`src/verilog/sar_ctrl_map.vh`:
```
// Register offsets, field positions, reset values and timing counts of the converter control
`ifndef SAR_CTRL_MAP_VH
`define SAR_CTRL_MAP_VH
`define OFF_CONTROL_0 4'h0
`define OFF_CONTROL_1 4'h1
`define OFF_CONFIG_2 4'h2
`define OFF_CONTROL_3 4'h3
`define OFF_CLOCK 4'h4
`define OFF_INPUT_SRC 4'h5
`define OFF_RES_LOW 4'h6
`define OFF_RES_HIGH 4'h7
`define OFF_ROUTE_SEL 4'h8
`define C0_SW_START 0
`define C0_EDGE_MODE 1
`define C0_FABRIC_TRIG 2
`define C0_DAC_CLEAR 3
`define C0_COHERENT 4
`define C1_DONE 0
`define C1_IRQ_EN 1
`define C1_IRQ_EDGE 2
`define C3_HALF_SUPPLY_EN 6
`define CLK_GATE 3
`define CLK_BYPASS 4
`define SRC_POS_FABRIC 4
`define SRC_NEG_FABRIC 3
`define RST_CONTROL_0 8'h00
`define RST_CONTROL_1 8'h00
`define RST_CONFIG_2 8'h03
`define RST_CONTROL_3 8'h00
`define RST_CLOCK 8'h00
`define RST_INPUT_SRC 8'h00
`define REF_HALF_SUPPLY 3'b010
`define REF_DAC 3'b011
`define REF_BANDGAP_1 3'b100
`define REF_BANDGAP_2 3'b101
`define REF_OFF_0 3'b000
`define REF_OFF_7 3'b111
`define CONV_FIXED_CYCLES 5'd14
`define SAMPLE_SHORT_MAX 6'd3
`endif

```
`src/verilog/sar_clock_select.v`:
```
// Converter clock selection, gating and output resynchronisation
`default_nettype none
module sar_clock_select (
  input wire aclk, // System clock
  input wire aresetn, // Synchronous reset, active low
  input wire [2:0] clk_sel, // Clock source selector
  input wire gate_en, // Clock gate enable
  input wire bypass, // Skip resynchronisation
  input wire [4:0] clk_ticks, // Four analog clock ticks and fabric tick
  input wire [11:0] raw_result, // Unaligned converter output
  input wire raw_done, // Unaligned end of conversion
  output reg conv_tick, // Selected converter clock tick
  output wire [11:0] aligned_result, // Result seen by the control logic
  output wire aligned_done // Done seen by the control logic
);
  reg [11:0] res_q;
  reg done_q;
  reg tick_sel;
  // Selector codes 0..3 analog clocks, 4 the fabric clock, rest off
  always @* begin
    case (clk_sel)
      3'd0, 3'd1, 3'd2, 3'd3, 3'd4: tick_sel = clk_ticks[clk_sel];
      default: tick_sel = 1'b0;
    endcase
    conv_tick = tick_sel & gate_en;
  end
  // Aligned copy; bypass trades a cycle of latency for skew risk
  always @(posedge aclk) begin
    if (!aresetn) begin
      res_q <= 12'h000;
      done_q <= 1'b0;
    end else begin
      res_q <= raw_result;
      done_q <= raw_done;
    end
  end
  assign aligned_result = bypass ? raw_result : res_q;
  assign aligned_done = bypass ? raw_done : done_q;
endmodule // sar_clock_select
`default_nettype wire

```
`src/verilog/sar_approx_core.v`:
```
// Successive approximation sequencer with sampling window and resolution
`default_nettype none
`include "sar_ctrl_map.vh"
module sar_approx_core (
  input wire aclk, // System clock
  input wire aresetn, // Synchronous reset, active low
  input wire tick, // Converter clock tick
  input wire start, // Begin a conversion
  input wire [5:0] sample_len, // Sample cycles minus one
  input wire [1:0] resolution, // 0:12 bits, 1:10 bits, 2:8 bits
  input wire dac_clear, // Clear DAC at sampling start
  input wire [11:0] analog_in, // Sampled analog value
  output reg busy, // Conversion in progress
  output reg [11:0] result, // Finished result
  output reg done // One-cycle end of conversion
);
  localparam ST_IDLE = 3'b001;
  localparam ST_SAMPLE = 3'b010;
  localparam ST_CONV = 3'b100;
  reg [2:0] state_q;
  reg [6:0] cnt_q;
  reg [11:0] dac_q;
  reg [11:0] held_q;
  reg [3:0] bit_q;
  wire [3:0] last_bit = (resolution == 2'd2) ? 4'd4 : (resolution == 2'd1) ? 4'd2 : 4'd0;
  // Trial keeps only decided bits, so a retained DAC cannot skew a compare
  wire [12:0] above_w = 13'h1FFF << (bit_q + 4'd1);
  wire [11:0] trial_w = (dac_q & above_w[11:0]) | (12'h001 << bit_q);
  // Sampling then one bit per tick, 14 fixed cycles beyond a short window
  always @(posedge aclk) begin
    if (!aresetn) begin
      state_q <= ST_IDLE;
      cnt_q <= 7'd0;
      dac_q <= 12'h000;
      held_q <= 12'h000;
      bit_q <= 4'd0;
      busy <= 1'b0;
      result <= 12'h000;
      done <= 1'b0;
    end else begin
      done <= 1'b0;
      case (state_q)
        ST_IDLE: begin
          if (start) begin
            state_q <= ST_SAMPLE;
            busy <= 1'b1;
            cnt_q <= {1'b0, (sample_len < `SAMPLE_SHORT_MAX) ? `SAMPLE_SHORT_MAX : sample_len} + 7'd1;
            if (dac_clear) begin
              dac_q <= 12'h000;
            end
          end
        end
        ST_SAMPLE: if (tick) begin
          held_q <= analog_in;
          if (cnt_q <= 7'd1) begin
            state_q <= ST_CONV;
            cnt_q <= {2'd0, `CONV_FIXED_CYCLES};
            bit_q <= 4'd11;
          end else begin
            cnt_q <= cnt_q - 7'd1;
          end
        end
        ST_CONV: if (tick) begin
          if (cnt_q > 7'd2 && bit_q >= last_bit) begin
            dac_q[bit_q] <= (held_q >= trial_w);
            bit_q <= bit_q - 4'd1;
          end
          if (cnt_q <= 7'd1) begin
            state_q <= ST_IDLE;
            busy <= 1'b0;
            done <= 1'b1;
            result <= dac_q & (12'hFFF << last_bit); // Bits below the resolution read zero
          end else begin
            cnt_q <= cnt_q - 7'd1;
          end
        end
        default: state_q <= ST_IDLE;
      endcase
    end
  end
endmodule // sar_approx_core
`default_nettype wire

```
`src/verilog/sar_adc_digital_control.v`:
```
// AXI4-Lite register file and conversion sequencing around the converter core
//
// Our own choices: the AXI4-Lite slave port and the address map.
`default_nettype none
`include "sar_ctrl_map.vh"
// Contract
// - Input-source bit 4 set lets the fabric pick the positive input.
// - Input-source bit 3 set lets the fabric pick the negative input.
// - Clock control bits 2:0 pick one analog clock or fabric clock.
// - Clock control bit 3 gates the selected converter clock.
// - Outputs are resynchronised unless clock control bit 4 bypasses it.
// - Config 2 bits 5:0 set sampling window of 1 to 64 cycles; the code runs windows below 4 as 4.
// - Control 0 bit 3 clears the DAC at each sampling start.
// - Conversion takes 18 cycles for short windows, 78 for 64.
// - Control 0 bits 7:6 select one of four power levels.
// - Control 1 bits 7:5 select reference mux input or tristate.
// - Control 0 bit 2 picks fabric or software bit 0 trigger.
// - Level mode converts back to back while request stays high.
// - Edge mode converts once and clears the request at completion.
// - Control 0 bit 1 picks level or edge request interpretation.
// - Fabric triggers add routing delay beyond 18 cycles.
// - Config 2 bits 7:6 set 8, 10 or 12 bit resolution.
// - Completion sets sticky done flag, cleared by reading result.
// - Result high bits 3:0 carry result bits 11:8.
// - Coherency holds new results until both result bytes are read.
// - Control 1 bit 1 enables done interrupt, bit 2 edge or level.
module sar_adc_digital_control #(
  parameter FABRIC_DELAY = 2 // Pipeline stages on fabric request; fabric done gets one stage more
) (
  input wire aclk, // System clock, 20 MHz
  input wire aresetn, // Synchronous reset, active low
  input wire [31:0] s_axi_awaddr, // Write address
  input wire s_axi_awvalid, // Write address valid
  output wire s_axi_awready, // Write address ready
  input wire [31:0] s_axi_wdata, // Write data
  input wire [3:0] s_axi_wstrb, // Write strobes
  input wire s_axi_wvalid, // Write data valid
  output wire s_axi_wready, // Write data ready
  output wire [1:0] s_axi_bresp, // Write response
  output wire s_axi_bvalid, // Write response valid
  input wire s_axi_bready, // Write response ready
  input wire [31:0] s_axi_araddr, // Read address
  input wire s_axi_arvalid, // Read address valid
  output wire s_axi_arready, // Read address ready
  output wire [31:0] s_axi_rdata, // Read data
  output wire [1:0] s_axi_rresp, // Read response
  output wire s_axi_rvalid, // Read data valid
  input wire s_axi_rready, // Read data ready
  input wire [4:0] clk_ticks, // Analog clock ticks 0..3, fabric tick 4
  input wire fabric_trigger, // Fabric conversion request
  input wire [3:0] fabric_pos_sel, // Fabric positive input choice
  input wire [3:0] fabric_neg_sel, // Fabric negative input choice
  input wire [11:0] analog_in, // Comparator-side sampled value
  output reg [3:0] pos_input_sel, // Positive input selection
  output reg [3:0] neg_input_sel, // Negative input selection
  output reg [1:0] power_level, // 0 full, 1 half, 2 third, 3 quarter
  output reg [2:0] ref_mux_sel, // Reference mux input
  output reg ref_mux_enable, // Reference mux drives its output
  output reg fabric_done, // End of conversion toward the fabric
  output reg conv_irq // End of conversion interrupt
);
  reg [7:0] ctrl0_q;
  reg [7:0] ctrl1_q;
  reg [7:0] cfg2_q;
  reg [7:0] ctrl3_q;
  reg [7:0] clk_q;
  reg [7:0] src_q;
  reg [7:0] route_q;
  reg [7:0] res_lo_q;
  reg [7:0] res_hi_q;
  reg done_flag_q;
  reg lo_read_q;
  reg hi_read_q;
  reg [FABRIC_DELAY-1:0] trig_pipe_q;
  reg [FABRIC_DELAY-1:0] done_pipe_q;
  reg edge_armed_q;
  reg irq_pulse_q;
  reg [31:0] awaddr_q;
  reg aw_held_q;
  reg [31:0] wdata_q;
  reg [3:0] wstrb_q;
  reg w_held_q;
  reg bvalid_q;
  reg rvalid_q;
  reg [31:0] rdata_q;
  reg start_req;
  wire conv_tick;
  wire core_busy;
  wire core_done;
  wire [11:0] core_result;
  wire [11:0] res_aligned;
  wire done_aligned;

  // Word index decode used by both address paths
  function [3:0] reg_index;
    input [31:0] addr;
    begin
      reg_index = addr[5:2];
    end
  endfunction

  // Only offsets 0..8 exist; everything else answers SLVERR
  function mapped;
    input [31:0] addr;
    begin
      mapped = (addr[31:6] == 26'd0) && (addr[5:2] <= `OFF_ROUTE_SEL);
    end
  endfunction

  wire do_write = aw_held_q && w_held_q && !bvalid_q;
  wire [3:0] w_idx = reg_index(awaddr_q);
  wire wr_en = do_write && wstrb_q[0] && mapped(awaddr_q);
  wire [7:0] wbyte = wdata_q[7:0];
  wire do_read = s_axi_arvalid && !rvalid_q;
  wire [3:0] r_idx = reg_index(s_axi_araddr);
  wire rd_lo = do_read && mapped(s_axi_araddr) && r_idx == `OFF_RES_LOW;
  wire rd_hi = do_read && mapped(s_axi_araddr) && r_idx == `OFF_RES_HIGH;
  reg [1:0] bresp_q;
  reg [1:0] rresp_q;

  // Channel acceptance; write address and data each held until the pair is complete
  assign s_axi_awready = !aw_held_q && !bvalid_q;
  assign s_axi_wready = !w_held_q && !bvalid_q;
  assign s_axi_arready = !rvalid_q;
  assign s_axi_bvalid = bvalid_q;
  assign s_axi_bresp = bresp_q;
  assign s_axi_rvalid = rvalid_q;
  assign s_axi_rdata = rdata_q;
  assign s_axi_rresp = rresp_q;

  // Write channel capture and response
  always @(posedge aclk) begin
    if (!aresetn) begin
      awaddr_q <= 32'h0000_0000;
      aw_held_q <= 1'b0;
      wdata_q <= 32'h0000_0000;
      wstrb_q <= 4'h0;
      w_held_q <= 1'b0;
      bvalid_q <= 1'b0;
      bresp_q <= 2'b00;
    end else begin
      if (s_axi_awvalid && s_axi_awready) begin
        awaddr_q <= s_axi_awaddr;
        aw_held_q <= 1'b1;
      end
      if (s_axi_wvalid && s_axi_wready) begin
        wdata_q <= s_axi_wdata;
        wstrb_q <= s_axi_wstrb;
        w_held_q <= 1'b1;
      end
      if (do_write) begin
        aw_held_q <= 1'b0;
        w_held_q <= 1'b0;
        bvalid_q <= 1'b1;
        bresp_q <= mapped(awaddr_q) ? 2'b00 : 2'b10;
      end else if (bvalid_q && s_axi_bready) begin
        bvalid_q <= 1'b0;
      end
    end
  end

  // Read data; result reads also clear done and feed coherency
  always @(posedge aclk) begin
    if (!aresetn) begin
      rvalid_q <= 1'b0;
      rdata_q <= 32'h0000_0000;
      rresp_q <= 2'b00;
    end else if (do_read) begin
      rvalid_q <= 1'b1;
      rresp_q <= mapped(s_axi_araddr) ? 2'b00 : 2'b10;
      case (mapped(s_axi_araddr) ? r_idx : 4'hF) // Unmapped reads return zero
        `OFF_CONTROL_0: rdata_q <= {24'h00_0000, ctrl0_q};
        `OFF_CONTROL_1: rdata_q <= {24'h00_0000, ctrl1_q[7:1], done_flag_q};
        `OFF_CONFIG_2: rdata_q <= {24'h00_0000, cfg2_q};
        `OFF_CONTROL_3: rdata_q <= {24'h00_0000, ctrl3_q};
        `OFF_CLOCK: rdata_q <= {24'h00_0000, clk_q};
        `OFF_INPUT_SRC: rdata_q <= {24'h00_0000, src_q};
        `OFF_RES_LOW: rdata_q <= {24'h00_0000, res_lo_q};
        `OFF_RES_HIGH: rdata_q <= {24'h00_0000, res_hi_q};
        `OFF_ROUTE_SEL: rdata_q <= {24'h00_0000, route_q};
        default: rdata_q <= 32'h0000_0000;
      endcase
    end else if (rvalid_q && s_axi_rready) begin
      rvalid_q <= 1'b0;
    end
  end

  // Software-written configuration registers
  always @(posedge aclk) begin
    if (!aresetn) begin
      ctrl1_q <= `RST_CONTROL_1;
      cfg2_q <= `RST_CONFIG_2;
      ctrl3_q <= `RST_CONTROL_3;
      clk_q <= `RST_CLOCK;
      src_q <= `RST_INPUT_SRC;
      route_q <= 8'h00;
    end else if (wr_en) begin
      case (w_idx)
        `OFF_CONTROL_1: ctrl1_q <= {wbyte[7:1], 1'b0};
        `OFF_CONFIG_2: cfg2_q <= wbyte;
        `OFF_CONTROL_3: ctrl3_q <= wbyte;
        `OFF_CLOCK: clk_q <= wbyte;
        `OFF_INPUT_SRC: src_q <= wbyte;
        `OFF_ROUTE_SEL: route_q <= wbyte;
        default: ctrl3_q <= ctrl3_q;
      endcase
    end
  end

  // Control 0; hardware clears the start bit at completion only in edge mode
  always @(posedge aclk) begin
    if (!aresetn) begin
      ctrl0_q <= `RST_CONTROL_0;
    end else if (wr_en && w_idx == `OFF_CONTROL_0) begin
      ctrl0_q <= wbyte; // Software raise wins over a same-cycle clear
    end else if (done_aligned && ctrl0_q[`C0_EDGE_MODE]) begin
      ctrl0_q[`C0_SW_START] <= 1'b0;
    end
  end

  // Input selection source, fabric or routing register
  always @* begin
    pos_input_sel = src_q[`SRC_POS_FABRIC] ? fabric_pos_sel : route_q[7:4];
    neg_input_sel = src_q[`SRC_NEG_FABRIC] ? fabric_neg_sel : route_q[3:0];
    power_level = ctrl0_q[7:6];
  end

  // Reference mux; half-supply needs the enable bit in control 3
  always @* begin
    ref_mux_sel = ctrl1_q[7:5];
    case (ctrl1_q[7:5])
      `REF_OFF_0, `REF_OFF_7: ref_mux_enable = 1'b0;
      `REF_HALF_SUPPLY: ref_mux_enable = ctrl3_q[`C3_HALF_SUPPLY_EN];
      default: ref_mux_enable = 1'b1;
    endcase
  end

  // Fabric request and done pass routing stages, lengthening the loop
  always @(posedge aclk) begin
    if (!aresetn) begin
      trig_pipe_q <= {FABRIC_DELAY{1'b0}};
      done_pipe_q <= {FABRIC_DELAY{1'b0}};
      fabric_done <= 1'b0;
    end else begin
      trig_pipe_q <= {trig_pipe_q[FABRIC_DELAY-2:0], fabric_trigger};
      done_pipe_q <= {done_pipe_q[FABRIC_DELAY-2:0], done_aligned};
      fabric_done <= done_pipe_q[FABRIC_DELAY-1];
    end
  end

  wire request = ctrl0_q[`C0_FABRIC_TRIG] ? trig_pipe_q[FABRIC_DELAY-1] : ctrl0_q[`C0_SW_START];

  // Level mode restarts while request holds; edge mode needs a fresh rise
  always @* begin
    if (ctrl0_q[`C0_EDGE_MODE]) begin
      start_req = request && edge_armed_q && !core_busy;
    end else begin
      start_req = request && !core_busy;
    end
  end

  always @(posedge aclk) begin
    if (!aresetn) begin
      edge_armed_q <= 1'b1;
    end else if (start_req) begin
      edge_armed_q <= 1'b0;
    end else if (!request) begin
      edge_armed_q <= 1'b1;
    end
  end

  // Result capture with read coherency and sticky done
  always @(posedge aclk) begin
    if (!aresetn) begin
      res_lo_q <= 8'h00;
      res_hi_q <= 8'h00;
      done_flag_q <= 1'b0;
      lo_read_q <= 1'b1;
      hi_read_q <= 1'b1;
    end else begin
      if (rd_lo) lo_read_q <= 1'b1;
      if (rd_hi) hi_read_q <= 1'b1;
      if (rd_lo || rd_hi) done_flag_q <= 1'b0;
      if (done_aligned) begin
        done_flag_q <= 1'b1;
        if (!ctrl0_q[`C0_COHERENT] || (lo_read_q && hi_read_q)) begin
          res_lo_q <= res_aligned[7:0];
          res_hi_q <= {4'h0, res_aligned[11:8]};
          lo_read_q <= 1'b0;
          hi_read_q <= 1'b0;
        end
      end
    end
  end

  // Interrupt as a pulse or the sticky level
  always @(posedge aclk) begin
    if (!aresetn) begin
      irq_pulse_q <= 1'b0;
      conv_irq <= 1'b0;
    end else begin
      irq_pulse_q <= done_aligned;
      if (!ctrl1_q[`C1_IRQ_EN]) begin
        conv_irq <= 1'b0;
      end else if (ctrl1_q[`C1_IRQ_EDGE]) begin
        conv_irq <= done_aligned && !irq_pulse_q;
      end else begin
        conv_irq <= done_flag_q || done_aligned;
      end
    end
  end

  sar_clock_select u_clock (
    .aclk(aclk),
    .aresetn(aresetn),
    .clk_sel(clk_q[2:0]),
    .gate_en(clk_q[`CLK_GATE]),
    .bypass(clk_q[`CLK_BYPASS]),
    .clk_ticks(clk_ticks),
    .raw_result(core_result),
    .raw_done(core_done),
    .conv_tick(conv_tick),
    .aligned_result(res_aligned),
    .aligned_done(done_aligned)
  );

  // Fixed 14 conversion ticks plus the window: 18 at four, 78 at 64
  sar_approx_core u_core (
    .aclk(aclk),
    .aresetn(aresetn),
    .tick(conv_tick),
    .start(start_req),
    .sample_len(cfg2_q[5:0]),
    .resolution(cfg2_q[7:6]),
    .dac_clear(ctrl0_q[`C0_DAC_CLEAR]),
    .analog_in(analog_in),
    .busy(core_busy),
    .result(core_result),
    .done(core_done)
  );
endmodule // sar_adc_digital_control
`default_nettype wire

```
`config.mk`:
```
export PLATFORM = sky130hd
export DESIGN_NAME = sar_adc_digital_control
export DESIGN_NICKNAME = d
export VERILOG_FILES = /design/src/verilog/sar_clock_select.v /design/src/verilog/sar_approx_core.v /design/src/verilog/sar_adc_digital_control.v
export VERILOG_INCLUDE_DIRS = /design/src /design/src/verilog
export SDC_FILE = /design/constraint.sdc
export NUM_CORES = 1
export LEC_CHECK = 0
export ABC_CLOCK_PERIOD_IN_PS = 3100
export BUFFER_PORTS_ARGS = -buffer_cell sky130_fd_sc_hd__buf_2
export CAP_MARGIN = 20
export CORE_ASPECT_RATIO = 1.4
export CORE_MARGIN = 2
export CORE_UTILIZATION = 50
export DETAILED_ROUTE_END_ITERATION = 10
export GPL_TIMING_DRIVEN = 0
export PLACE_DENSITY = 0.77
export SYNTH_ARGS = -nofsm -noshare
export SYNTH_HDL_FRONTEND = slang
export SYNTH_SLANG_ARGS = --single-unit
```
`constraint.sdc`:
```
create_clock -name aclk -period 3.1 [get_ports aclk]
set_input_delay 0.465 -clock aclk [delete_from_list [all_inputs] [get_ports aclk]]
set_output_delay 0.465 -clock aclk [all_outputs]
set_load 0.01 [all_outputs]
```
Yosys cells after proc, flatten, opt, wreduce, memory -nomap -nowiden
Cells that the tools add are included.
- flip-flop bits (word level): 224
- bits of input ports: 133
- $add $sub $neg: 4
- magnitude comparators: 10
- equal/unequal tests: 36
- shift operators: 3
- muxes and demuxes: 64
- bitwise logic cells: 5
- reduce and logical (&&, ||, !) cells: 67
- operators by type and width (operator ; number):
    $pmux 8 s9 ; 1
    $mux 12 ; 5
    $logic_not 26->1 ; 2
    $mux 7 ; 5
    $eq 4x3->1 const B ; 8
    $mux 4 ; 8
    $mux 1 ; 27
    $logic_and 1x1->1 ; 25
    $and 12x12->12 ; 2
    $pmux 12 s2 ; 1
    $pmux 7 s3 ; 1
    $reduce_and 5->1 ; 4
    $reduce_and 2->1 ; 9
    $eq 4x2->1 const B ; 4
    $mux 3 ; 5
    $shl 13x4->12 const A ; 1
    $bwmux 12 ; 1
    $eq 3x2->1 const B ; 4
    $ge 12x12->1 ; 1
    $ne 2x2->1 const B ; 6
    $or 12x12->12 ; 1
    $reduce_bool 2->1 ; 6
    $shl 1x4->12 const A ; 1
    $shl 12x4->12 const A ; 1
    other kinds (37) ; 60

Longest topological paths before layout
Gate-level depths: netlist of run 1.
- depth in word-level cells: 9
- depth in mapped cells: 13

Modules after synthesis
A second synthesis of run 1 with hierarchy kept.
- cell total of the unflattened synthesis: 1138
- area, all modules: 9785.6 um^2
- modules (own cells, without submodules) (module ; instances ; cells each ; area each (um^2)):
    sar_adc_digital_control ; 1 ; 691 ; 6057.1
    sar_approx_core ; 1 ; 398 ; 3135.5
    sar_clock_select ; 1 ; 49 ; 593.1

Least setup slack after synthesis of run 1
No wires, ideal clock.
- path type: register -> register
- start point: register u_core.bit_q[0]
- end point: register u_core.dac_q[4]
- library setup time: 116 ps
- arrival: 2838 ps
- path slack: 146 ps
- stages on the path, launching flop included: 13
- buffers on the path: 1
- clock period less this slack: 2954 ps
- path through: dfxtp_1 ha_1 ha_1 and2_1 a32o_1 ha_1 nand2b_1 a21o_1 a211o_1 a21oi_1 nor4_2 buf_6 a31o_1
- cells in the longest elaborated chain, start to end: 9
- RTL lines (item ; line ; source):
    start: declaration ; sar_approx_core.v:24 ; reg [3:0] bit_q;
    start signal: assignment ; sar_approx_core.v:66 ; bit_q <= bit_q - 4'd1;
    $add 4x1->4 ; sar_approx_core.v:27 ; wire [12:0] above_w = 13'h1FFF << (bit_q + 4'd1);
    $shl 13x4->12 ; sar_approx_core.v:27 ;
    $and 12x12->12 ; sar_approx_core.v:28 ; wire [11:0] trial_w = (dac_q & above_w[11:0]) | (12'h001 << bit_q);
    $or 12x12->12 ; sar_approx_core.v:28 ;
    $ge 12x12->1 ; sar_approx_core.v:65 ; dac_q[bit_q] <= (held_q >= trial_w);
    $bwmux 12 ; sar_approx_core.v:65 ;
    $mux 12 ; sar_approx_core.v:64 ; if (cnt_q > 7'd2 && bit_q >= last_bit) begin
    $mux 12 ; sar_approx_core.v:63 ; ST_CONV: if (tick) begin
    $pmux 12 s2 ; sar_approx_core.v:42 ; case (state_q)
    end signal: indexed assignment ; sar_approx_core.v:65 ;
    end: declaration ; sar_approx_core.v:22 ; reg [11:0] dac_q;
Parallel ways exist; a longest one is shown, timed or not. The select of a mux whose other input is x is not followed.
A chain may end at the register's enable or synchronous reset.

Worst setup path after layout of run 1
- start point: register u_core.bit_q[0]
- end point: register u_core.dac_q[7]
Same word-level chain as after synthesis.

==> flow_metrics.env, run 1 <==
export IMPL_power_density_nw_per_um2=478
export IMPL_holdBufCountCts=0
export IMPL_leakage_nw=4.82
export IMPL_hp_class="in2reg"
export IMPL_via_per_inst=5.59
export IMPL_h_tree_depth=4
export IMPL_num_antenna_cells=0
export IMPL_synth_cell_type_count=70
export IMPL_numCtsBuffers=17
export IMPL_ys_flop_type="dfxtp_1"
export IMPL_insertion_delay_ps=460
export IMPL_crit_required_ps=3500
export IMPL_worstReg2RegStart="u_core.bit_q[0]$_SDFFE_PN0P_"
export IMPL_hold_viol_final=0
export IMPL_synthAdderAreaFrac_pct=3.91
export IMPL_endpoint="u_core.dac_q[7]$_SDFFE_PN0P_"
export IMPL_slew_violations=0
export IMPL_grt_max_degree=20
export IMPL_synth_xor_area_share_pct=0.661
export IMPL_setup_viol=0
export IMPL_final_area_um2=11000
export IMPL_drt_drc_violations_left=0
export IMPL_ys_seq_elements=195
export IMPL_cp_end_kind="flip-flop"
export IMPL_chipHeight_um=165
export IMPL_cts_tree="done"
export IMPL_vias=8339
export IMPL_nets=1400
export IMPL_seq_area_frac_synth_pct=42.1
export IMPL_period_share_pct=96.7
export IMPL_worst_clock_skew_ps=11.7
export IMPL_die_width_um=119
export IMPL_synth_compound_area_share_pct=16.8
export IMPL_cp_arrival_ps=3390
export IMPL_syn_inst=1060
export IMPL_ir_drop_mv=0.311
export IMPL_synth_top_family_by_area="simple AND/OR/NAND/NOR gates"
export IMPL_syn_area_um2=9270
export IMPL_yosys_area_share_simple_pct=19.8
export IMPL_worstReg2RegEnd="u_core.dac_q[7]$_SDFFE_PN0P_"
export IMPL_r2r_cells=13
export IMPL_criticalPathCategory="reg2reg"
export IMPL_syn_avg_cell_area_um2=8.75
export IMPL_dp_hpwl_um=20500
export IMPL_regToRegSetupSlack_ps=100
export IMPL_cp_max_fo=10
export IMPL_gp_congestion=0.957
export IMPL_clk_pin_slew_worst_paths_ps=70
export IMPL_slew_headroom_pct=43.4
export IMPL_grt_pass1_vias=8044
export IMPL_drtIter0Drc=539
export IMPL_final_util_pct=61.0
export IMPL_n_fill_cell=1581
export IMPL_power_w=0.00527
export IMPL_io_buffer_count=131
export IMPL_ys_warn_count=0
export IMPL_layout_drive_gt1_share_pct=21.1
export IMPL_gr_total_overflow=0
export IMPL_place_ws_ps=-298
export IMPL_clock_sinks=195
export IMPL_start_util_pct=51.3
export IMPL_core_um2=18100
export IMPL_setup_slack_ps=102
export IMPL_max_freq_mhz=334
export IMPL_placed_cell_area_um2=10300
export IMPL_row_count=58
export IMPL_ant_nets=0
export IMPL_tightest_slew_ps=850
export IMPL_wire_per_inst_um=17.9
export IMPL_drt_pass1_iterations=5
export IMPL_startpoint_type="flip-flop"
export IMPL_clockBufferDepth=2
export IMPL_async_flop_share_pct=0
export IMPL_die_area_um2=19700
export IMPL_grt_antenna_before_repair=0
export IMPL_area_delta_synth_final_pct=18.9
export IMPL_synth_edff_count=0
export IMPL_finalWirelength_um=26700
export IMPL_grt_util_all_layers_pct=27.6
export IMPL_grt_pass1_wl_um=41700
export IMPL_status="completed"
export IMPL_synth_mux_area_share_pct=10.8
export IMPL_cts_root_buf="clkbuf_16"
export IMPL_io_pins=190
export IMPL_drv_cap=0
export IMPL_period_minus_slack_ps=3000
export IMPL_worstSetupStartpoint="u_core.bit_q[0]$_SDFFE_PN0P_"
==> placed cells by master, fill, tap and decap left out, types with 17 or more instances in the layout <==
cell type / n
nand3_1: 22
ha_1: 27
buf_2: 134
mux2i_1: 73
nor2_1: 128
dfxtp_1: 191
o21ai_0: 31
clkbuf_1: 45
conb_1: 26
nand2_1: 138
clkbuf_16: 17
inv_1: 22
and2_1: 27
buf_4: 34
mux2_2: 20
a211oi_1: 19
a21oi_1: 84
==> layer usage <==
layer	vias to the layer above	track usage [%]	share of wire [%]
met5	-	0	0
li1	4039	-	-
met2	325	51.0	51
met1	3883	28.8	37
met3	92	6.15	6.2
met4	0	15.7	5.9
==> state kept, by name, indices dropped and copies added (netlist names), 12 cells and up <==
name / flops
awaddr_q: 30
u_clock.res_q: 12
u_core.dac_q: 12
u_core.held_q: 12
u_core.result: 12
==> final cells by class <==
cell class / instances / area [um2] / share of cell area (%)
Inverter: 23 / 86.3 / 0.783
Tap cell: 240 / 300 / 2.72
Timing Repair Buffer: 135 / 683 / 6.20
Sequential cell: 195 / 3910 / 35.5
Buffer: 84 / 449 / 4.07
Multi-Input combinational cell: 782 / 4970 / 45.1
Clock inverter: 14 / 184 / 1.67
Clock buffer: 18 / 439 / 3.98
==> synthesized netlist by cell type (all sizes together), types with 3 or more instances <==
master	count	area share, %
and2	28	1.9
a21oi	85	4.6
and3	3	0.20
nor3	12	0.76
a32o	10	1.1
nand4	4	0.27
buf	40	3.1
a31o	18	1.7
a21o	7	0.57
nand2	138	5.6
nand4b	4	0.38
o311a	3	0.32
o21ai	32	1.7
dfxtp	195	42
ha	29	3.9
mux2	20	2.4
a31oi	7	0.54
nor2	128	5.2
nand2b	10	0.67
a211oi	19	1.5
nor2b	12	0.81
inv	23	0.93
a32oi	5	0.47
or3	6	0.40
or4	3	0.32
xnor2	3	0.28
xor2	4	0.38
a221oi	4	0.38
a311oi	4	0.38
nor4	18	1.5
clkbuf	45	1.8
mux2i	73	7.9
a22oi	11	0.89
nand3	22	1.2
==> report_power, final <==
part | switching, W | internal [W]
combinational | 0.000221 | 0.000137
clock | 0.00107 | 0.00125
sequential | 0.0000450 | 0.00254
==> metrics by stage <==
stage	cells	hold WS (ps)	setup TNS [ps]
2_1_floorplan	1085	412	0
3_3_place_gp	1456	416	-3090
3_5_place_dp	1456	423	-3290
4_1_cts	1487	203	0
5_1_grt	1491	197	-15.1
6_report	1491	200	0
==> worst max-delay path, stage by stage (launching register included) <==
cell      delay [ps]
dfxtp_4          410
inv_1            110
ha_1             360
inv_1             70
a21o_1           180
a21oi_1          310
ha_1             250
o21ai_0          100
nand2b_1          80
a21oi_1           70
or3_1            350
nor4_4           320
buf_6            190
a31o_1           140
==> cell families (layout without fill, tap and decap cells) <==
logic type	after synthesis	count (layout)
AO/OA/AOI/OAI	230	230
XOR/XNOR	7	7
adder cells (fa/ha/maj)	29	29
buffers and inverters	108	274
flip-flops	195	195
multiplexers	95	95
other	1	26
AND/OR/NAND/NOR	395	395
==> what timing repair did <==
item / 4_1_cts / 5_1_grt
buffers inserted: 0 / 3
endpoints found under the hold margin: 0 / 0
pin swaps: 0 / 2
resized for setup: 8 / 6
endpoints found under the setup margin: 12 / 12
==> how the worst min path moves through the flow <==
stage / from / end / cells after the start
6_report: s_axi_rready / s_axi_rvalid$_SDFFE_PN0P_ / 2
5_1_grt: s_axi_rready / s_axi_rvalid$_SDFFE_PN0P_ / 2
4_1_cts: s_axi_rready / s_axi_rvalid$_SDFFE_PN0P_ / 2
3_5_place_dp: done_pipe_q[1]$_SDFF_PN0_ / fabric_done$_SDFF_PN0_ / 1
3_3_place_gp: trig_pipe_q[0]$_SDFF_PN0_ / trig_pipe_q[1]$_SDFF_PN0_ / 1
2_1_floorplan: done_pipe_q[1]$_SDFF_PN0_ / fabric_done$_SDFF_PN0_ / 1
No activity file was read; power rests on OpenSTA's default activity.
==> run 2, diff against run 1 <==
- ABC_CLOCK_PERIOD_IN_PS: 3100 -> 3200
- PLACE_DENSITY: 0.77 -> 0.74
- clock period: 3.1 -> 3.2 ns (I/O delays scaled with it)
==> flow_metrics.env, run 2 (synthesis results as in run 1) <==
export IMPL_status="completed"
export IMPL_chipHeight_um=165
export IMPL_core_um2=18100
export IMPL_layout_drive_gt1_share_pct=20.9
export IMPL_cts_root_buf="clkbuf_16"
export IMPL_critPathSlowestCell="dfxtp_4"
export IMPL_io_pins=190
export IMPL_slew_violations=0
export IMPL_critical_path_buf_inv_count=1
export IMPL_crit_required_ps=3540
export IMPL_hp_class="in2reg"
export IMPL_endpoint="u_core.dac_q[7]$_SDFFE_PN0P_"
export IMPL_period_share_pct=93.3
export IMPL_fin_hold_ws_ps=210
export IMPL_setup_viol=0
export IMPL_clockBufferDepth=2
export IMPL_die_area_um2=19700
export IMPL_leakage_nw=4.79
export IMPL_holdBufCountCts=0
export IMPL_placed_cell_area_um2=10300
export IMPL_cts_tree="done"
export IMPL_row_count=58
export IMPL_final_area_um2=11000
export IMPL_insertion_delay_ps=450
export IMPL_startpoint_type="flip-flop"
export IMPL_top_layer="met4"
export IMPL_gr_total_overflow=0
export IMPL_largest_register_ffs=30
export IMPL_worstSetupStartpoint="u_core.bit_q[0]$_SDFFE_PN0P_"
export IMPL_wire_per_inst_um=17.7
export IMPL_ir_drop_mv=0.279
export IMPL_clock_sinks=195
export IMPL_r2r_cells=12
export IMPL_vias=8166
export IMPL_rsz0062_at_grt="no"
export IMPL_grt_pass1_wl_um=41500
export IMPL_clk_pin_slew_worst_paths_ps=70
export IMPL_layout_common_cells="dfxtp_1, nand2_1, buf_2"
export IMPL_grt_antenna_before_repair=0
export IMPL_hold_depth=2
export IMPL_drtIter0Drc=447
export IMPL_criticalPathCategory="reg2reg"
export IMPL_finalWirelength_um=26300
export IMPL_area_delta_synth_final_pct=18.4
export IMPL_io_buffer_count=131
export IMPL_num_antenna_cells=0
export IMPL_grt_pass1_vias=7894
export IMPL_cp_end_kind="flip-flop"
export IMPL_worstReg2RegStart="u_core.bit_q[0]$_SDFFE_PN0P_"
export IMPL_regToRegSetupSlack_ps=210
export IMPL_grt_max_degree=20
export IMPL_regMostFlops="awaddr_q"
export IMPL_dr_wl_met2_um=13500
export IMPL_period_minus_slack_ps=2990
export IMPL_start_util_pct=51.3
export IMPL_slew_headroom_pct=45.0
export IMPL_drt_drc_violations_left=0
export IMPL_ant_nets=0
export IMPL_drt_pass1_iterations=5
export IMPL_cp_depth=12
export IMPL_h_tree_depth=4
export IMPL_mostFrequentLayoutCell="dfxtp_1"
export IMPL_tightest_slew_ps=825
export IMPL_nets=1398
export IMPL_cp_top_family="compound AO/OA/AOI/OAI gates"
export IMPL_dp_hpwl_um=20400
export IMPL_cp_max_fo=10
export IMPL_grt_util_all_layers_pct=27.3
export IMPL_drv_cap=0
export IMPL_die_width_um=119
export IMPL_gp_congestion=1.01
export IMPL_power_density_nw_per_um2=457
export IMPL_cp_arrival_ps=3330
export IMPL_wl_met3_um=1240
export IMPL_numCtsBuffers=17
export IMPL_wl_met1_um=10400
export IMPL_worst_clock_skew_ps=12.4
export IMPL_max_freq_mhz=335
export IMPL_slowest_delay_ps=400
export IMPL_via_per_inst=5.48
export IMPL_hold_viol_final=0
export IMPL_n_fill_cell=1574
export IMPL_crit_chain="ha_4 > ha_2 > and2_1 > a32o_1 > ha_1 > nand2b_1 > a21o_1 > a211o_1 > a21oi_2 > nor4_4 > buf_6 > a31o_1"
export IMPL_worstReg2RegEnd="u_core.dac_q[7]$_SDFFE_PN0P_"
[run 2: cell count changes in the layout (fill, tap and decap cells not counted)]
cell	before	now
clkinvlp_4	1	2
buf_4	34	32
bufinv_16	2	1
xor2_2	0	1
and2_1	27	28
inv_6	3	4
xor2_4	1	0
and2_4	1	0
inv_8	5	4
[run 2: per-layer routing]
layer / vias to the layer above / GRT usage [%]
li1: 4041 / -
met1: 3787 / 30.0
met2: 272 / 50.9
met3: 66 / 3.81
met4: 0 / 14.6
met5: - / 0
[run 2: per-stage QoR]
stage          setup slack, ps  cells  TNS, ps  total power, W  util, %
2_1_floorplan              246   1085        0         0.00275        -
3_3_place_gp              -208   1456    -2130         0.00290     57.1
3_5_place_dp              -204   1456    -2130         0.00291     57.1
4_1_cts                   24.2   1487        0         0.00504     60.5
5_1_grt                   39.9   1489        0         0.00517     60.7
6_report                   214   1489        0         0.00502     60.7
[run 2: final cells by class]
type | instances | area, um2 | share of cell area, %
clock buffers | 18 | 439 | 4.00
repair buffers | 133 | 668 | 6.09
inverters | 23 | 86.3 | 0.787
flip-flops and latches | 195 | 3910 | 35.7
plain buffers | 84 | 449 | 4.09
well taps | 240 | 300 | 2.74
multi-input cells | 782 | 4960 | 45.2
clock inverters | 14 | 159 | 1.45
[run 2: what timing repair did]
item	4_1_cts	5_1_grt
endpoints found under the hold margin	0	0
endpoints found under the setup margin	12	12
gates resized for setup	5	7
pin swaps	0	2
setup buffers	0	1
[run 2: where the power goes]
part	internal (W)	leakage, nW	total, W	switching [W]
clock network	0.00113	0.289	0.00217	0.00103
logic	0.000133	2.92	0.000343	0.000210
registers	0.00246	1.58	0.00251	0.0000441
[run 2: how the worst min path moves through the flow]
stage | slack [ps] | to | startpoint
after floorplan | 410 | fabric_done$_SDFF_PN0_ | done_pipe_q[1]$_SDFF_PN0_
after global placement | 420 | fabric_done$_SDFF_PN0_ | done_pipe_q[1]$_SDFF_PN0_
after detailed placement | 420 | fabric_done$_SDFF_PN0_ | done_pipe_q[1]$_SDFF_PN0_
after CTS | 190 | s_axi_rvalid$_SDFFE_PN0P_ | s_axi_rready
after global routing | 200 | s_axi_rvalid$_SDFFE_PN0P_ | s_axi_rready
final | 210 | s_axi_rvalid$_SDFFE_PN0P_ | s_axi_rready
[run 2: worst register-to-register path, delay by kind of cell (launching register included)]
family	cells	cell delay (ps)
buffers and inverters	1	150
adder cells (fa/ha/maj)	3	730
AND/OR/NAND/NOR	3	400
flip-flops	1	400
AO/OA/AOI/OAI	5	1210
==> run 3, diff against run 2 <==
- CORE_UTILIZATION: 50 -> 55
- PLACE_DENSITY: 0.74 -> 0.8
==> flow_metrics.env, run 3 (synthesis results as in run 1) <==
export IMPL_n_fill_cell=1406
export IMPL_vias=8376
export IMPL_critPathSlowestCell="dfxtp_2"
export IMPL_holdBufCountCts=0
export IMPL_ir_drop_mv=0.308
export IMPL_r2r_cells=12
export IMPL_grt_antenna_before_repair=0
export IMPL_cts_tree="done"
export IMPL_regMostFlops="awaddr_q"
export IMPL_dp_hpwl_um=20300
export IMPL_max_freq_mhz=321
export IMPL_endpoint="u_core.dac_q[11]$_SDFFE_PN0P_"
export IMPL_crit_chain="ha_4 > ha_1 > and2_1 > a32o_1 > ha_1 > nand2b_1 > a21o_1 > a211o_1 > a21oi_2 > nor4_4 > buf_6 > a31o_1"
export IMPL_criticalPathCategory="reg2reg"
export IMPL_drt_drc_violations_left=0
export IMPL_clockBufferDepth=2
export IMPL_leakage_nw=4.77
export IMPL_worstSetupStartpoint="u_core.bit_q[1]$_SDFFE_PN0P_"
export IMPL_num_antenna_cells=0
export IMPL_cts_root_buf="clkbuf_16"
export IMPL_finalSetupTns_ps=0
export IMPL_ant_nets=0
export IMPL_regToRegSetupSlack_ps=80
export IMPL_worstReg2RegEnd="u_core.dac_q[11]$_SDFFE_PN0P_"
export IMPL_slew_headroom_pct=49.9
export IMPL_cp_arrival_ps=3450
export IMPL_cp_common_cell="ha_1"
export IMPL_period_minus_slack_ps=3120
export IMPL_crit_required_ps=3530
export IMPL_final_area_um2=10900
export IMPL_slew_violations=0
export IMPL_post_cts_setup_buffers=0
export IMPL_rsz0062_at_grt="no"
export IMPL_power_w=0.00495
export IMPL_slowest_delay_ps=370
export IMPL_chipHeight_um=158
export IMPL_insertion_delay_ps=440
export IMPL_drv_cap=0
export IMPL_place_ws_ps=-192
export IMPL_hp_class="in2reg"
export IMPL_numCtsBuffers=17
export IMPL_layout_drive_gt1_share_pct=20.8
export IMPL_drtIter0Drc=459
export IMPL_mostFrequentLayoutCell="dfxtp_1"
export IMPL_row_count=56
export IMPL_area_delta_synth_final_pct=17.5
export IMPL_worst_clock_skew_ps=13.2
export IMPL_startpoint_type="flip-flop"
export IMPL_core_um2=16600
export IMPL_setup_slack_ps=81.1
export IMPL_h_tree_depth=4
export IMPL_status="completed"
export IMPL_die_width_um=114
export IMPL_cts_resized=5
export IMPL_grt_max_degree=18
export IMPL_cp_max_fo=10
export IMPL_finalWirelength_um=26500
export IMPL_start_util_pct=55.8
export IMPL_placed_cell_area_um2=10300
export IMPL_grt_pass1_wl_um=41200
export IMPL_setup_viol=0
export IMPL_gp_congestion=0.991
export IMPL_grt_util_all_layers_pct=30.0
export IMPL_power_density_nw_per_um2=455
export IMPL_worstReg2RegStart="u_core.bit_q[1]$_SDFFE_PN0P_"
export IMPL_io_buffer_count=131
export IMPL_clk_pin_slew_worst_paths_ps=70
export IMPL_io_pins=190
export IMPL_dp_cells=1420
export IMPL_grt_pass1_vias=8075
export IMPL_drt_pass1_iterations=5
export IMPL_final_instance_count_excl_fill=1451
export IMPL_layout_common_cells="dfxtp_1, nand2_1, buf_2"
export IMPL_die_area_um2=17900
export IMPL_hold_start="s_axi_rready"
export IMPL_wire_per_inst_um=18.3
export IMPL_gr_total_overflow=0
export IMPL_tightest_slew_ps=750
export IMPL_nets=1397
export IMPL_clock_sinks=195
export IMPL_period_share_pct=97.5
export IMPL_cp_end_kind="flip-flop"
export IMPL_via_per_inst=5.77
export IMPL_hold_viol_final=0
export IMPL_largest_register_ffs=30
run 3: changes by cell type in the layout (fill, tap and decap cells not counted), sizes merged:
| cell | delta |
|---|---|
| clkinvlp | +2 |
| clkbuf | +2 |
| clkinv | -1 |
| inv | -3 |
| buf | -1 |
run 3: where the power goes:
group / switching [W] / internal, W / leakage [nW]
Combinational: 0.000209 / 0.000133 / 2.92
Clock: 0.000974 / 0.00113 / 0.273
Sequential: 0.0000448 / 0.00246 / 1.58
Total: 0.00123 / 0.00373 / 4.77
run 3: worst min path at each step:
stage | cells after the start | to
finish | 2 | s_axi_rvalid$_SDFFE_PN0P_
global route | 2 | s_axi_rvalid$_SDFFE_PN0P_
CTS | 2 | s_axi_rvalid$_SDFFE_PN0P_
detailed placement | 1 | trig_pipe_q[1]$_SDFF_PN0_
global placement | 1 | trig_pipe_q[1]$_SDFF_PN0_
floorplan | 1 | fabric_done$_SDFF_PN0_
run 3: critical path: cells and delay by family (launching register included):
kind	cells	cell delay (ps)
adders and majority gates	3	840
buffers and inverters	1	150
AOI/OAI and AO/OA	5	1190
DFF	1	370
and+or+nand+nor	3	430
run 3: stage by stage:
stage          hold slack [ps]  util, %
2_1_floorplan              412        -
3_3_place_gp               417     61.9
3_5_place_dp               430     61.9
4_1_cts                    209     65.5
5_1_grt                    221     65.6
6_report                   218     65.6
run 3: routing by layer:
| metal | vias up | wire length (um) | GRT usage [%] |
|---|---|---|---|
| met5 | - | 0 | 0 |
| met3 | 108 | 1560 | 6.20 |
| met2 | 338 | 13100 | 54.1 |
| met1 | 3880 | 9900 | 30.8 |
| met4 | 0 | 1880 | 21.2 |
| li1 | 4050 | - | - |
run 3: final cells by class:
type                       instances  area (um2)  share of cell area [%]
clock buffer                      20         457                    4.19
buffer                            84         449                    4.12
timing repair buffer             132         663                    6.09
clock inverter                    12         119                    1.09
inverter                          23        86.3                   0.792
sequential                       195        3910                    35.9
tap                              203         254                    2.33
multi-input combinational        782        4960                    45.5
